### config.mk
export PLATFORM = sky130hd
export DESIGN_NAME = flag_ops_core
export DESIGN_NICKNAME = d
export VERILOG_FILES = /design/src/core/flag_ops_pkg.sv /design/src/core/file_ram.sv /design/src/core/flag_ops_core.sv /design/src/core/op_decode.sv
export SDC_FILE = /design/constraint.sdc
export NUM_CORES = 1
export LEC_CHECK = 0
export BUFFER_PORTS_ARGS = -buffer_cell sky130_fd_sc_hd__buf_2
export CELL_PAD_IN_SITES_DETAIL_PLACEMENT = 0
export CELL_PAD_IN_SITES_GLOBAL_PLACEMENT = 2
export CORE_MARGIN = 3
export CORE_UTILIZATION = 50
export CTS_BUF_LIST = sky130_fd_sc_hd__clkbuf_4 sky130_fd_sc_hd__clkbuf_8
export DETAILED_ROUTE_END_ITERATION = 7
export PLACE_DENSITY_LB_ADDON = 0.15
export SLEW_MARGIN = 10
export SYNTH_ARGS = -nofsm -noshare
export SYNTH_HDL_FRONTEND = slang
export SYNTH_SLANG_ARGS = --single-unit
### constraint.sdc
create_clock -name ref_clk -period 10.7 [get_ports ref_clk]
set_input_delay 0.535 -clock ref_clk [delete_from_list [all_inputs] [get_ports ref_clk]]
set_output_delay 0.535 -clock ref_clk [all_outputs]
set_load 0.005 [all_outputs]
### src/core/flag_ops_pkg.sv
/*
 * Shared constants and types for the small 12-bit instruction core that runs
 * flag set/clear, flag skip tests, two-word flag branches and flag arithmetic.
 * Assumes a single clock domain and a program memory answering on the same clock.
 */
package flag_ops_pkg;

	localparam int INSTR_W = 12;
	localparam int PC_W = 9;
	localparam int DATA_W = 8;
	localparam int FADDR_W = 5;
	localparam int BITSEL_W = 3;

	// File address and bit positions of the status register
	localparam logic [FADDR_W-1:0] STATUS_FLAGS_ADDR = 5'h03;
	localparam int CARRY_BIT = 0;
	localparam int DIGIT_CARRY_BIT = 1;
	localparam int ZERO_BIT = 2;

	// Reset values
	localparam logic [PC_W-1:0] PC_RESET = 9'h000;
	localparam logic [DATA_W-1:0] STATUS_RESET = 8'h00;
	localparam logic [DATA_W-1:0] WORK_RESET = 8'h00;
	localparam logic [INSTR_W-1:0] INSTR_RESET = 12'h000;

	// Opcode fields: bit ops in [11:8], jump in [11:9], file inc/dec in [11:6]
	localparam logic [3:0] BIT_CLEAR_CODE = 4'h4;
	localparam logic [3:0] BIT_SET_CODE = 4'h5;
	localparam logic [3:0] SKIP_IF_CLEAR_CODE = 4'h6;
	localparam logic [3:0] SKIP_IF_SET_CODE = 4'h7;
	localparam logic [2:0] JUMP_CODE = 3'h5;
	localparam logic [5:0] INCREMENT_CODE = 6'h0a;
	localparam logic [5:0] DECREMENT_CODE = 6'h03;

	// Field positions inside the instruction word
	localparam int FADDR_LSB = 0;
	localparam int BITSEL_LSB = 5;
	localparam int DEST_BIT = 5;
	localparam int BITOP_LSB = 8;
	localparam int JUMPOP_LSB = 9;
	localparam int FILEOP_LSB = 6;

	localparam logic [DATA_W-1:0] ONE_BYTE = 8'h01;
	localparam logic [DATA_W-1:0] ZERO_BYTE = 8'h00;
	localparam logic [PC_W-1:0] PC_STEP = 9'h001;

	typedef enum logic [2:0] {
		KIND_NOP = 3'h0,
		KIND_BIT_SET = 3'h1,
		KIND_BIT_CLEAR = 3'h2,
		KIND_SKIP_IF_CLEAR = 3'h3,
		KIND_SKIP_IF_SET = 3'h4,
		KIND_JUMP = 3'h5,
		KIND_INCREMENT = 3'h6,
		KIND_DECREMENT = 3'h7
	} op_kind_t;

	typedef struct packed {
		op_kind_t kind;
		logic [BITSEL_W-1:0] bit_sel;
		logic [FADDR_W-1:0] faddr;
		logic dest_file;
		logic [PC_W-1:0] target;
	} decoded_t;

	typedef enum logic [1:0] {
		ST_FETCH = 2'b01,
		ST_EXECUTE = 2'b10
	} core_state_t;

endpackage

### src/core/file_ram.sv
/*
 * File register memory: one write port, one read port with registered data.
 * Assumes the reader waits one clock for read data.
 */
`timescale 1ns/10ps
module file_ram
	import flag_ops_pkg::*;
(
	input wire logic ref_clk, // Core clock
	input wire logic wr_en, // Write strobe
	input wire logic [flag_ops_pkg::FADDR_W-1:0] wr_addr, // Write address
	input wire logic [flag_ops_pkg::DATA_W-1:0] wr_data, // Write data
	input wire logic [flag_ops_pkg::FADDR_W-1:0] rd_addr, // Read address
	output logic [flag_ops_pkg::DATA_W-1:0] rd_data // Registered read data
);
	logic [DATA_W-1:0] mem [0:(1<<FADDR_W)-1];

	always_ff @(posedge ref_clk) begin
		if (wr_en) begin
			mem[wr_addr] <= wr_data;
		end
		rd_data <= mem[rd_addr];
	end
endmodule

### src/core/flag_ops_core.sv
/*
 * Two-cycle instruction core: fetch, then execute. Executes bit set/clear,
 * bit test and skip, absolute jump, and file increment/decrement, which
 * together carry the flag shorthand operations and their two-word forms.
 * Assumes a program memory on the same clock that returns the word for
 * prog_addr combinationally during the fetch cycle.
 */
// Functional notes
// - Set bit 1 of status sets digit carry
// - Clear bit 2 of status clears zero
// - Set bit 2 of status sets zero
// - Skip-if-set on carry skips when one
// - Skip-if-clear on carry skips when zero
// - Skip-if-set on digit carry skips when one
// - Skip-if-clear on digit carry skips when zero
// - Zero flag tests skip per set/clear form
// - Taken branch loads 9-bit target into counter
// - Untaken branch skips jump word, continues after
// - Branch on carry: clear-test then jump
// - Branch on no carry: set-test then jump
// - Branch on digit carry: clear-test then jump
// - Branch on zero: clear-test then jump
// - Branch on nonzero: set-test then jump
// - Flag arithmetic second word runs only when flag set
// - Add carry: clear-test carry then increment
// - Subtract carry decrements only when carry one
// - Increment writes file plus one to destination
// - Increment/decrement update only the zero flag, unless status itself is the file destination
// - Jump loads its 9-bit operand into counter
`timescale 1ns/10ps
module flag_ops_core
	import flag_ops_pkg::*;
(
	input wire logic ref_clk, // Core clock, 250 MHz
	input wire logic rst, // Asynchronous reset, active high
	output logic [flag_ops_pkg::PC_W-1:0] prog_addr, // Program memory address
	input wire logic [flag_ops_pkg::INSTR_W-1:0] prog_data, // Program word
	output logic [flag_ops_pkg::DATA_W-1:0] status_flags, // Status register
	output logic [flag_ops_pkg::DATA_W-1:0] working_reg, // Working register
	output logic skip_pending, // Next word will be skipped
	output logic exec_strobe // Pulse: a word was executed or skipped
);
	import flag_ops_pkg::*;

	////////////////////////////////////////////////////////////////////////////////
	// State

	core_state_t state;
	core_state_t next_state;
	logic [PC_W-1:0] pc;
	logic [PC_W-1:0] next_pc;
	logic [INSTR_W-1:0] instr;
	logic skip;
	logic next_skip;
	logic [DATA_W-1:0] next_status;
	logic [DATA_W-1:0] next_work;

	decoded_t dec;
	logic [DATA_W-1:0] ram_rdata;

	////////////////////////////////////////////////////////////////////////////////
	// Decode and operand selection

	op_decode u_decode (
		.instr(instr),
		.dec(dec)
	);

	wire logic in_exec;
	wire logic live;
	wire logic status_target;
	wire logic [DATA_W-1:0] operand;
	wire logic [DATA_W-1:0] bit_mask;
	wire logic tested_bit;
	wire logic is_bset;
	wire logic is_bclr;
	wire logic is_skc;
	wire logic is_sks;
	wire logic is_jump;
	wire logic is_inc;
	wire logic is_dec;
	wire logic is_step;
	wire logic [DATA_W-1:0] step_result;
	wire logic [DATA_W-1:0] bit_result;
	wire logic [DATA_W-1:0] result;
	wire logic file_write;
	wire logic work_write;
	wire logic ram_we;
	wire logic result_zero;

	assign in_exec = state == ST_EXECUTE;
	// A word under a pending skip only clears the skip and advances the counter
	assign live = in_exec && !skip;
	assign status_target = dec.faddr == STATUS_FLAGS_ADDR;
	assign operand = status_target ? status_flags : ram_rdata;
	assign bit_mask = ONE_BYTE << dec.bit_sel;
	assign tested_bit = operand[dec.bit_sel];

	assign is_bset = dec.kind == KIND_BIT_SET;
	assign is_bclr = dec.kind == KIND_BIT_CLEAR;
	assign is_skc = dec.kind == KIND_SKIP_IF_CLEAR;
	assign is_sks = dec.kind == KIND_SKIP_IF_SET;
	assign is_jump = dec.kind == KIND_JUMP;
	assign is_inc = dec.kind == KIND_INCREMENT;
	assign is_dec = dec.kind == KIND_DECREMENT;
	assign is_step = is_inc || is_dec;

	assign step_result = is_inc ? operand + ONE_BYTE : operand - ONE_BYTE;
	// Bit set/clear touch only the selected bit
	assign bit_result = is_bset ? (operand | bit_mask) : (operand & ~bit_mask);
	assign result = is_step ? step_result : bit_result;
	assign result_zero = step_result == ZERO_BYTE;

	assign file_write = live && (is_bset || is_bclr || (is_step && dec.dest_file));
	assign work_write = live && is_step && !dec.dest_file;
	assign ram_we = file_write && !status_target;

	////////////////////////////////////////////////////////////////////////////////
	// File registers; read issued during fetch from the incoming word

	wire logic [FADDR_W-1:0] rd_addr;

	assign rd_addr = prog_data[FADDR_LSB +: FADDR_W];

	file_ram u_ram (
		.ref_clk(ref_clk),
		.wr_en(ram_we),
		.wr_addr(dec.faddr),
		.wr_data(result),
		.rd_addr(rd_addr),
		.rd_data(ram_rdata)
	);

	////////////////////////////////////////////////////////////////////////////////
	// Next-state logic

	always_comb begin
		next_state = state;
		next_pc = pc;
		next_skip = skip;
		next_status = status_flags;
		next_work = working_reg;
		unique case (state)
			ST_FETCH: begin
				next_state = ST_EXECUTE;
			end
			ST_EXECUTE: begin
				next_state = ST_FETCH;
				next_pc = pc + PC_STEP;
				// A skipped word clears the pending skip and falls through
				next_skip = 1'b0;
				if (live) begin
					// Skip on carry, digit carry and zero tests
					if (is_sks && tested_bit) begin
						next_skip = 1'b1;
					end
					if (is_skc && !tested_bit) begin
						next_skip = 1'b1;
					end
					if (is_jump) begin
						next_pc = dec.target;
					end
					if (file_write && status_target) begin
						next_status = result;
					end
					if (work_write) begin
						next_work = result;
					end
					if (is_step) begin
						// Only zero changes; set wins over a write to status
						next_status[ZERO_BIT] = result_zero;
					end
				end
			end
		endcase
	end

	// Two-word branches and flag arithmetic: the test word above sets the skip
	// when the flag condition fails, so the jump or the inc/dec that follows
	// runs only when the condition holds.

	////////////////////////////////////////////////////////////////////////////////
	// Registers

	always_ff @(posedge ref_clk or posedge rst) begin
		if (rst) begin
			state <= ST_FETCH;
			pc <= PC_RESET;
			skip <= 1'b0;
			status_flags <= STATUS_RESET;
			working_reg <= WORK_RESET;
		end else begin
			state <= next_state;
			pc <= next_pc;
			skip <= next_skip;
			status_flags <= next_status;
			working_reg <= next_work;
		end
	end

	always_ff @(posedge ref_clk or posedge rst) begin
		if (rst) begin
			instr <= INSTR_RESET;
			exec_strobe <= 1'b0;
		end else begin
			if (state == ST_FETCH) begin
				instr <= prog_data;
			end
			exec_strobe <= in_exec;
		end
	end

	assign prog_addr = pc;
	assign skip_pending = skip;
endmodule

### src/core/op_decode.sv
/*
 * Combinational decoder from a 12-bit instruction word to a decoded record.
 * Assumes the word is stable for the whole execute cycle.
 */
`timescale 1ns/10ps
module op_decode
	import flag_ops_pkg::*;
(
	input wire logic [flag_ops_pkg::INSTR_W-1:0] instr, // Instruction word
	output flag_ops_pkg::decoded_t dec // Decoded fields
);
	wire logic [3:0] bit_code;
	wire logic [2:0] jump_code;
	wire logic [5:0] file_code;
	wire logic is_bset;
	wire logic is_bclr;
	wire logic is_skc;
	wire logic is_sks;
	wire logic is_jump;
	wire logic is_inc;
	wire logic is_dec;

	assign bit_code = instr[BITOP_LSB +: 4];
	assign jump_code = instr[JUMPOP_LSB +: 3];
	assign file_code = instr[FILEOP_LSB +: 6];
	assign is_bset = bit_code == BIT_SET_CODE;
	assign is_bclr = bit_code == BIT_CLEAR_CODE;
	assign is_skc = bit_code == SKIP_IF_CLEAR_CODE;
	assign is_sks = bit_code == SKIP_IF_SET_CODE;
	assign is_jump = jump_code == JUMP_CODE;
	assign is_inc = file_code == INCREMENT_CODE;
	assign is_dec = file_code == DECREMENT_CODE;

	assign dec.kind = is_bset ? KIND_BIT_SET :
		is_bclr ? KIND_BIT_CLEAR :
		is_skc ? KIND_SKIP_IF_CLEAR :
		is_sks ? KIND_SKIP_IF_SET :
		is_jump ? KIND_JUMP :
		is_inc ? KIND_INCREMENT :
		is_dec ? KIND_DECREMENT : KIND_NOP;
	assign dec.bit_sel = instr[BITSEL_LSB +: BITSEL_W];
	assign dec.faddr = instr[FADDR_LSB +: FADDR_W];
	assign dec.dest_file = instr[DEST_BIT];
	assign dec.target = instr[PC_W-1:0];
endmodule

==> metrics.txt, run 1 <==
largest net degree at the start of global routing 66; Layout area overhead 12.2%; cells after synthesis 696; Crit Path Class flip-flop to flip-flop; nets 789; setup TNS 0 ns; number of max-cap violations 0; Max Slew Vio Count 0; IO Pins 41; CP delay by family, top compound AO/OA/AOI/OAI gates; die area 27,200 um^2; worst clock skew 0.0283 ns; slowest CP cell a2111oi_0; drt drc 0; Final Wtd Congestion 0.848; fin util 0.577; Hold-fix buffers, CTS 0; sequential share of the synthesized area 0.702; CTS buffer count 52; antenna violations before repair 1; Site Rows 57; Final Cycle Share 0.420; routed length per instance 24.3 um; CP most frequent cell mux2i_1; RSZ-0062 raised after global routing no; asr flop ratio synth 0.134; Die Y 165 um; CTS Buffer Depth 3; HPWL Detailed 17,500 um; Final Critical Period 4.50 ns; status complete, no violations; Mean Syn Cell Area 18.2 um^2; CP startpoint kind flip-flop; DRT iter0 DRCs 547; Fillers 1,875; Root Driver clkbuf_8; H-tree levels 2; share of layout cells above drive strength 1 0.314; Largest Register u_ram.mem; CP max stage delay 0.99 ns; post-synth cell types 51; Crit Path Max Fanout 33; vias per inst 5.87; setup bufs post-CTS 0; CP bufs+invs 1; total number of vias 6,642; HP Class primary input to asynchronous set/reset pin; CP Cell Sequence nor4_4 > mux2i_1 > inv_1 > ha_1 > nor2b_1 > o21a_1 > o21ai_0 > mux2i_1 > a2111oi_0 > a21oi_4 > mux2_2; chip width 165 um; initial core utilization 0.514; gr usage total 0.209; max reg flops 256; EDFF count, synth 256; warnings from Yosys 0; port bufs 40; crit end category flip-flop; vias in the first global route 6,749; PD cells 187 nW/um^2; grt ovf 0; Slew HR 0.196; clock slew at reported path FFs 0.06 ns; R2R setup slack 6.20 ns; final hold violations 0; area of the mapped netlist 12,600 um^2; Tightest Pin Transition 1.18 ns; Final setup viols 0; DR pass1 iterations 4; core area 24,600 um^2; Clock Latency Late Sink 0.57 ns; CTS tree yes; top_reg_cell synth edfxtp_1; Crit path required time 11.13 ns; TritonCTS Sinks 305; Max IR drop VDD 0.132 mV; WL final 27,500 um; WP data arrival 4.93 ns; first-pass GRT wire length 41,700 um; antenna cells 0; max frequency 222 MHz; Synth Register Bits 305; Resized cells post-CTS 0; Detail Route Antenna Nets 0; leakage 4.86 nW
worst register-to-register path, delay by kind of cell (launching register included):
family / cells / cell delay, ns
compound gates: 4 / 1.76
fa+ha+maj: 1 / 0.36
buf+inv: 1 / 0.10
flops: 1 / 0.51
mux: 3 / 0.80
simple gates: 2 / 0.83
layout make-up:
class / instances / area (um^2) / share of cell area
clock buffer: 70 / 876 / 0.0617
timing repair buffer: 48 / 263 / 0.0185
tap: 324 / 405 / 0.0286
clock inverter: 25 / 123 / 0.00864
sequential: 305 / 8870 / 0.626
inverter: 12 / 45.0 / 0.00318
multi-input combinational: 348 / 3600 / 0.254
final timing paths:
kind | startpoint | to | depth (start not counted)
worst min register to register | working_reg[3] | working_reg[3] | 2
min in group ref_clk | prog_data[10] | instr[10] | 2
worst max-delay path | instr[4] | status_flags[6] | 11
worst max register to register | instr[4] | status_flags[6] | 11
worst min-delay path | rst | status_flags[1] | 3
max in group asynchronous | rst | status_flags[5] | 3
kinds of logic (layout without fill, tap and decap cells):
group / count (synthesis) / count (layout) / share of synthesized area
buffers and inverters: 50 / 155 / 0.0188
AOI/OAI and AO/OA: 61 / 61 / 0.0272
xor gates and xnor gates: 9 / 9 / 0.00623
other: 1 / 8 / 0.000297
DFF: 305 / 305 / 0.702
adders and majority gates: 8 / 8 / 0.00851
muxes: 125 / 125 / 0.183
and+or+nand+nor: 137 / 137 / 0.0537
per-layer routing:
metal / GRT usage / vias up / wire length (um)
li1: - / 2916 / -
met2: 0.326 / 226 / 13300
met3: 0.0384 / 53 / 1590
met4: 0.0637 / 2 / 683
met5: 0 / - / 13
met1: 0.304 / 3445 / 11900
synthesized netlist by cell type (3+ instances only):
cell type	number	area, um^2
inv_1	11	41.3
dfxtp_1	8	160
o21a_1	3	22.5
a21oi_1	26	130
nor3_1	3	15.0
nand4b_1	3	26.3
dfrtp_1	40	1000
buf_2	7	35.0
nand3b_1	6	45.0
nand4_1	3	18.8
ha_1	7	87.6
and3_1	5	31.3
nand2_1	23	86.3
mux2_2	29	327
buf_6	5	56.3
edfxtp_1	256	7690
xnor2_1	4	35.0
mux4_2	82	1850
buf_1	7	26.3
clkbuf_1	18	67.6
nand3_1	16	80.1
o211ai_1	4	30.0
nand2b_1	4	25.0
o21ai_0	19	95.1
xor2_1	5	43.8
mux2i_1	13	130
nor2b_1	3	18.8
nor2_1	57	214
or2_2	3	18.8
placed cells by master, fill, tap and decap left out, drive strengths merged, types with 5 or more instances in the layout:
cell type / synthesis / layout
clkbuf: 18 / 70
edfxtp: 256 / 256
mux4: 82 / 82
mux2i: 13 / 13
a21oi: 26 / 26
nor2: 57 / 57
nand2: 24 / 24
and3: 5 / 5
nand3b: 6 / 6
ha: 7 / 7
mux2: 30 / 30
dfrtp: 40 / 40
buf: 20 / 48
conb: 1 / 8
xor2: 5 / 5
nand3: 16 / 16
clkinv: 0 / 24
dfxtp: 8 / 8
inv: 12 / 12
o21ai: 20 / 20
metrics by stage:
| stage | setup WS, ns | hold WS, ns | area, um^2 | power (mW) | instances |
|---|---|---|---|---|---|
| final | 6.20 | 0.104 | 14200 | 2.66 | 1132 |
| after global routing | 5.95 | 0.144 | 14200 | 2.77 | 1132 |
| after global placement | 6.45 | 0.458 | 13200 | 1.69 | 1037 |
| after floorplan | 6.32 | 0.473 | 12700 | 1.59 | 703 |
| after detailed placement | 6.18 | 0.478 | 13200 | 1.70 | 1037 |
| after CTS | 6.15 | 0.0985 | 14200 | 2.68 | 1132 |
where the power goes:
part / internal, mW / switching [mW]
logic: 0.109 / 0.170
clock network: 0.533 / 0.453
registers: 1.36 / 0.0363
Note: power is estimated with default switching activity, not from simulation.
==> run 2, diff against run 1 <==
Settings changed: CORE_UTILIZATION 50 to 45.
Clock period 10.7 ns to 3.64 ns, I/O delays scaled along.
==> metrics.txt, run 2 (synthesis gave the netlist of run 1 again) <==
status complete, no violations; Largest Register u_ram.mem; Slew HR 0.389; Site Rows 60; total number of vias 6,852; largest net degree at the start of global routing 42; HPWL Detailed 18,400 um; antenna violations before repair 0; PD cells 525 nW/um^2; M1 WL 12,600 um; IO Pins 41; Crit Path Class flip-flop to flip-flop; TritonCTS Sinks 305; CTS buffer count 49; Layout area overhead 16.9%; Post-Place Cells 1,145; Root Driver clkbuf_8; Top Layer Used met4; final hold violations 0; FF-to-FF End u_ram.mem[4][7]; max reg flops 256; Critical R2R Launch instr[4]; setup ws final 0.205 ns; Max IR drop VDD 0.443 mV; H-tree levels 2; Detail Route Antenna Nets 0; Worst Hold End u_ram.rd_data[0]; R2R setup slack 0.21 ns; Crit Path Max Fanout 16; core area 27,300 um^2; Final setup viols 0; DR pass1 iterations 5; CTS tree yes; share of layout cells above drive strength 1 0.360; antenna cells 0; Max Slew Vio Count 0; Final Wtd Congestion 0.852; DRT iter0 DRCs 603; post-placement setup slack -0.157 ns; Die Y 174 um; routed length per instance 22.9 um; Clock Latency Late Sink 0.57 ns; worst clock skew 0.0200 ns; CP startpoint kind flip-flop; Tightest Pin Transition 0.916 ns; grt ovf 0; met3 wire length 1490 um; number of max-cap violations 0; metal2 WL 14,100 um; initial core utilization 0.464; number of non-filler instances in the completed layout 1,245; CTS Buffer Depth 3; first-pass GRT wire length 44,500 um; commonest non-fill, non-tap cell in the layout edfxtp_1; crit end category flip-flop; hold depth 2; drt drc 0; die area 30,100 um^2; Power, Total 7.77 mW; HP Class primary input to flip-flop; WL final 28,600 um; leakage 5.20 nW; nets 857; Final Cycle Share 0.944; chip width 174 um; max frequency 291 MHz; WP data arrival 3.75 ns; vias per inst 5.50; Final Critical Period 3.43 ns; Crit path required time 3.95 ns; vias in the first global route 7,320; most frequent cells in the layout edfxtp_1, mux4_2, buf_4, nor2_1, clkbuf_8; final instance area 14,800 um^2; dpl cell area 13,700 um^2; hold wc startpoint prog_data[4]; clock slew at reported path FFs 0.06 ns; reg2reg path depth 12; gr usage total 0.193; port bufs 40
==> run 2: through the flow <==
| stage | hold WS [ns] | setup TNS [ns] | utilization |
|---|---|---|---|
| 3_3_place_gp | 0.338 | 0 | 0.503 |
| 3_5_place_dp | 0.348 | -4.70 | 0.503 |
| 4_1_cts | 0.0234 | 0 | 0.541 |
| 5_1_grt | 0.0515 | -0.118 | 0.543 |
| 2_1_floorplan | 0.334 | 0 | - |
| 6_report | 0.0665 | 0 | 0.543 |
==> run 2: worst max path at each step <==
stage | startpoint | endpoint | slack, ns | cells after the start
after CTS | instr[4] | status_flags[7] | 0.006 | 11
after floorplan | instr[4] | status_flags[6] | 0.02 | 12
after global placement | instr[4] | status_flags[7] | 0.08 | 11
after global routing | instr[4] | u_ram.mem[18][6] | -0.009 | 13
final | instr[4] | u_ram.mem[4][7] | 0.21 | 12
after detailed placement | instr[4] | status_flags[7] | -0.16 | 11
==> run 2: cell type report <==
class | instances | area (um^2)
multi-input combinational | 349 | 3640
inverter | 12 | 45.0
sequential | 305 | 8870
clock buffer | 61 | 764
tap | 372 | 465
timing repair buffer | 118 | 837
fill | 2155 | 12500
clock inverter | 28 | 161
==> run 2: power by group <==
group | internal (mW) | leakage (nW) | switching, mW | total [mW]
combinational | 0.377 | 1.82 | 0.541 | 0.918
clock | 1.46 | 0.489 | 1.31 | 2.77
sequential | 3.99 | 2.89 | 0.0969 | 4.09
total | 5.83 | 5.20 | 1.94 | 7.77
==> run 2: critical path, cell delays in order, from the launching register on <==
cell     delay (ns)
dfrtp_1        0.41
nor4_4         0.27
buf_4          0.20
mux2i_1        0.25
inv_1          0.09
ha_1           0.32
a211o_1        0.28
or2_2          0.29
and3b_1        0.22
o31ai_2        0.10
xor2_2         0.19
buf_4          0.20
a21oi_4        0.37
==> run 2: repair_timing <==
action | 4_1_cts | 5_1_grt
endpoints found under the setup margin | 33 | 91
cloned | 1 | 0
hold buffers | 8 | 0
pin swaps | 2 | 1
gates resized for setup | 4 | 5
endpoints found under the hold margin | 47 | 0
buffers inserted | 0 | 2
==> run 2: routing by layer <==
layer	track usage	vias up
met4	0.0499	0
met2	0.316	204
met5	0	-
met3	0.0359	31
li1	-	3038
met1	0.272	3579
==> run 3, diff against run 2 <==
Settings changed: CORE_MARGIN 3 to 2.
==> metrics.txt, run 3 (synthesis gave the netlist of run 1 again) <==
HPWL Detailed 18,700 um; share of layout cells above drive strength 1 0.359; Post-Place Cells 1,145; Largest Register u_ram.mem; Fillers 2,221; post-placement setup slack 0.0688 ns; commonest non-fill, non-tap cell in the layout edfxtp_1; initial core utilization 0.456; chip width 172 um; final hold violations 0; Die Y 172 um; WL final 28,900 um; DR pass1 iterations 5; clock slew at reported path FFs 0.06 ns; max frequency 292 MHz; most frequent cells in the layout edfxtp_1, mux4_2, buf_4, nor2_1, clkbuf_8; Final Critical Period 3.43 ns; Final Cycle Share 0.941; antenna violations before repair 0; DRT iter0 DRCs 550; port bufs 40; dpl cell area 13,700 um^2; setup ws final 0.215 ns; WP data arrival 3.72 ns; routed length per instance 23.2 um; largest net degree at the start of global routing 66; core area 27,700 um^2; Detail Route Antenna Nets 0; HP Class primary input to flip-flop; Crit path required time 3.93 ns; Max Slew Vio Count 0; number of non-filler instances in the completed layout 1,244; total number of vias 6,782; die area 29,500 um^2; Final setup viols 0; final instance area 14,800 um^2; PD cells 540 nW/um^2; CP startpoint kind flip-flop; final hold slack 0.0780 ns; crit end category flip-flop; CTS tree yes; TritonCTS Sinks 305; gr usage total 0.205; drt drc 0; CTS Buffer Depth 3; antenna cells 0; Layout area overhead 17.3%; Crit Path Max Fanout 32; first-pass GRT wire length 44,000 um; max reg flops 256; Max IR drop VDD 0.296 mV; vias in the first global route 7,108; number of max-cap violations 0; fin util 0.535; Root Driver clkbuf_8; IO Pins 41; Site Rows 61; Slew HR 0.387; CTS buffer count 50; Clock Latency Late Sink 0.58 ns; Crit Path Class flip-flop to flip-flop; Final Wtd Congestion 0.843; R2R setup slack 0.21 ns; leakage 5.22 nW; nets 850; status complete, no violations; vias per inst 5.45; grt ovf 0; Tightest Pin Transition 0.920 ns; H-tree levels 2; worst clock skew 0.0313 ns
[run 3: changes by cell type in the layout (fill, tap and decap cells not counted), moves of 2 or more]
cell,delta
clkinv_1,-8
clkbuf_8,+3
clkbuf_4,+6
buf_12,+2
buf_4,-9
bufinv_16,+2
[run 3: metal layers]
metal  global-route usage  vias to the layer above  share of wire
li1                     -                     3019              -
met1                0.292                     3532           0.44
met2                0.325                      183           0.48
met3               0.0393                       48          0.056
met4               0.0619                        0          0.023
met5                    0                        -              0
[run 3: worst paths after layout]
check,start,cells past startpoint,end
setup / recovery,instr[0],14,u_ram.mem[18][7]
hold / removal,prog_data[4],2,u_ram.rd_data[3]
setup reg to reg,instr[0],14,u_ram.mem[18][7]
hold reg to reg,working_reg[6],2,working_reg[6]
max in group asynchronous,rst,4,status_flags[5]
min in group asynchronous,rst,4,prog_addr[6]
[run 3: per-stage QoR]
stage	total power [mW]	setup TNS (ns)
finish	8.01	0
global route	8.37	-0.0119
CTS	8.11	0
detailed placement	5.05	0
global placement	5.02	0
floorplan	4.67	0
[run 3: repair_timing]
action | in CTS | in global routing
resized for setup | 0 | 5
setup buffers | 0 | 1
hold buffers | 8 | 0
setup endpoints to repair | 0 | 55
endpoints found under the hold margin | 47 | 0
[run 3: cell type report]
class                   instances  area, um^2  share of cell area
clock buffers                  70         851              0.0574
clock inverters                20         173              0.0116
inverters                      12        45.0             0.00304
multi-input cells             348        3610               0.243
flip-flops and latches        305        8870               0.598
well taps                     378         473              0.0319
repair buffers                111         810              0.0546
[run 3: power breakdown]
group	internal [mW]	total, mW	switching [mW]
logic	0.374	0.894	0.521
registers	3.99	4.09	0.0992
clock network	1.72	3.03	1.31
total	6.09	8.01	1.93
[run 3: critical path: stages (launching register included)]
cell	delay, ns
dfrtp_1	0.39
nand2_4	0.12
nor4_4	0.27
buf_4	0.18
buf_4	0.15
mux2i_1	0.24
inv_1	0.07
ha_1	0.24
a211o_1	0.32
or2_2	0.29
and3b_1	0.23
o31ai_2	0.10
xor2_1	0.27
a21oi_4	0.11
buf_12	0.17
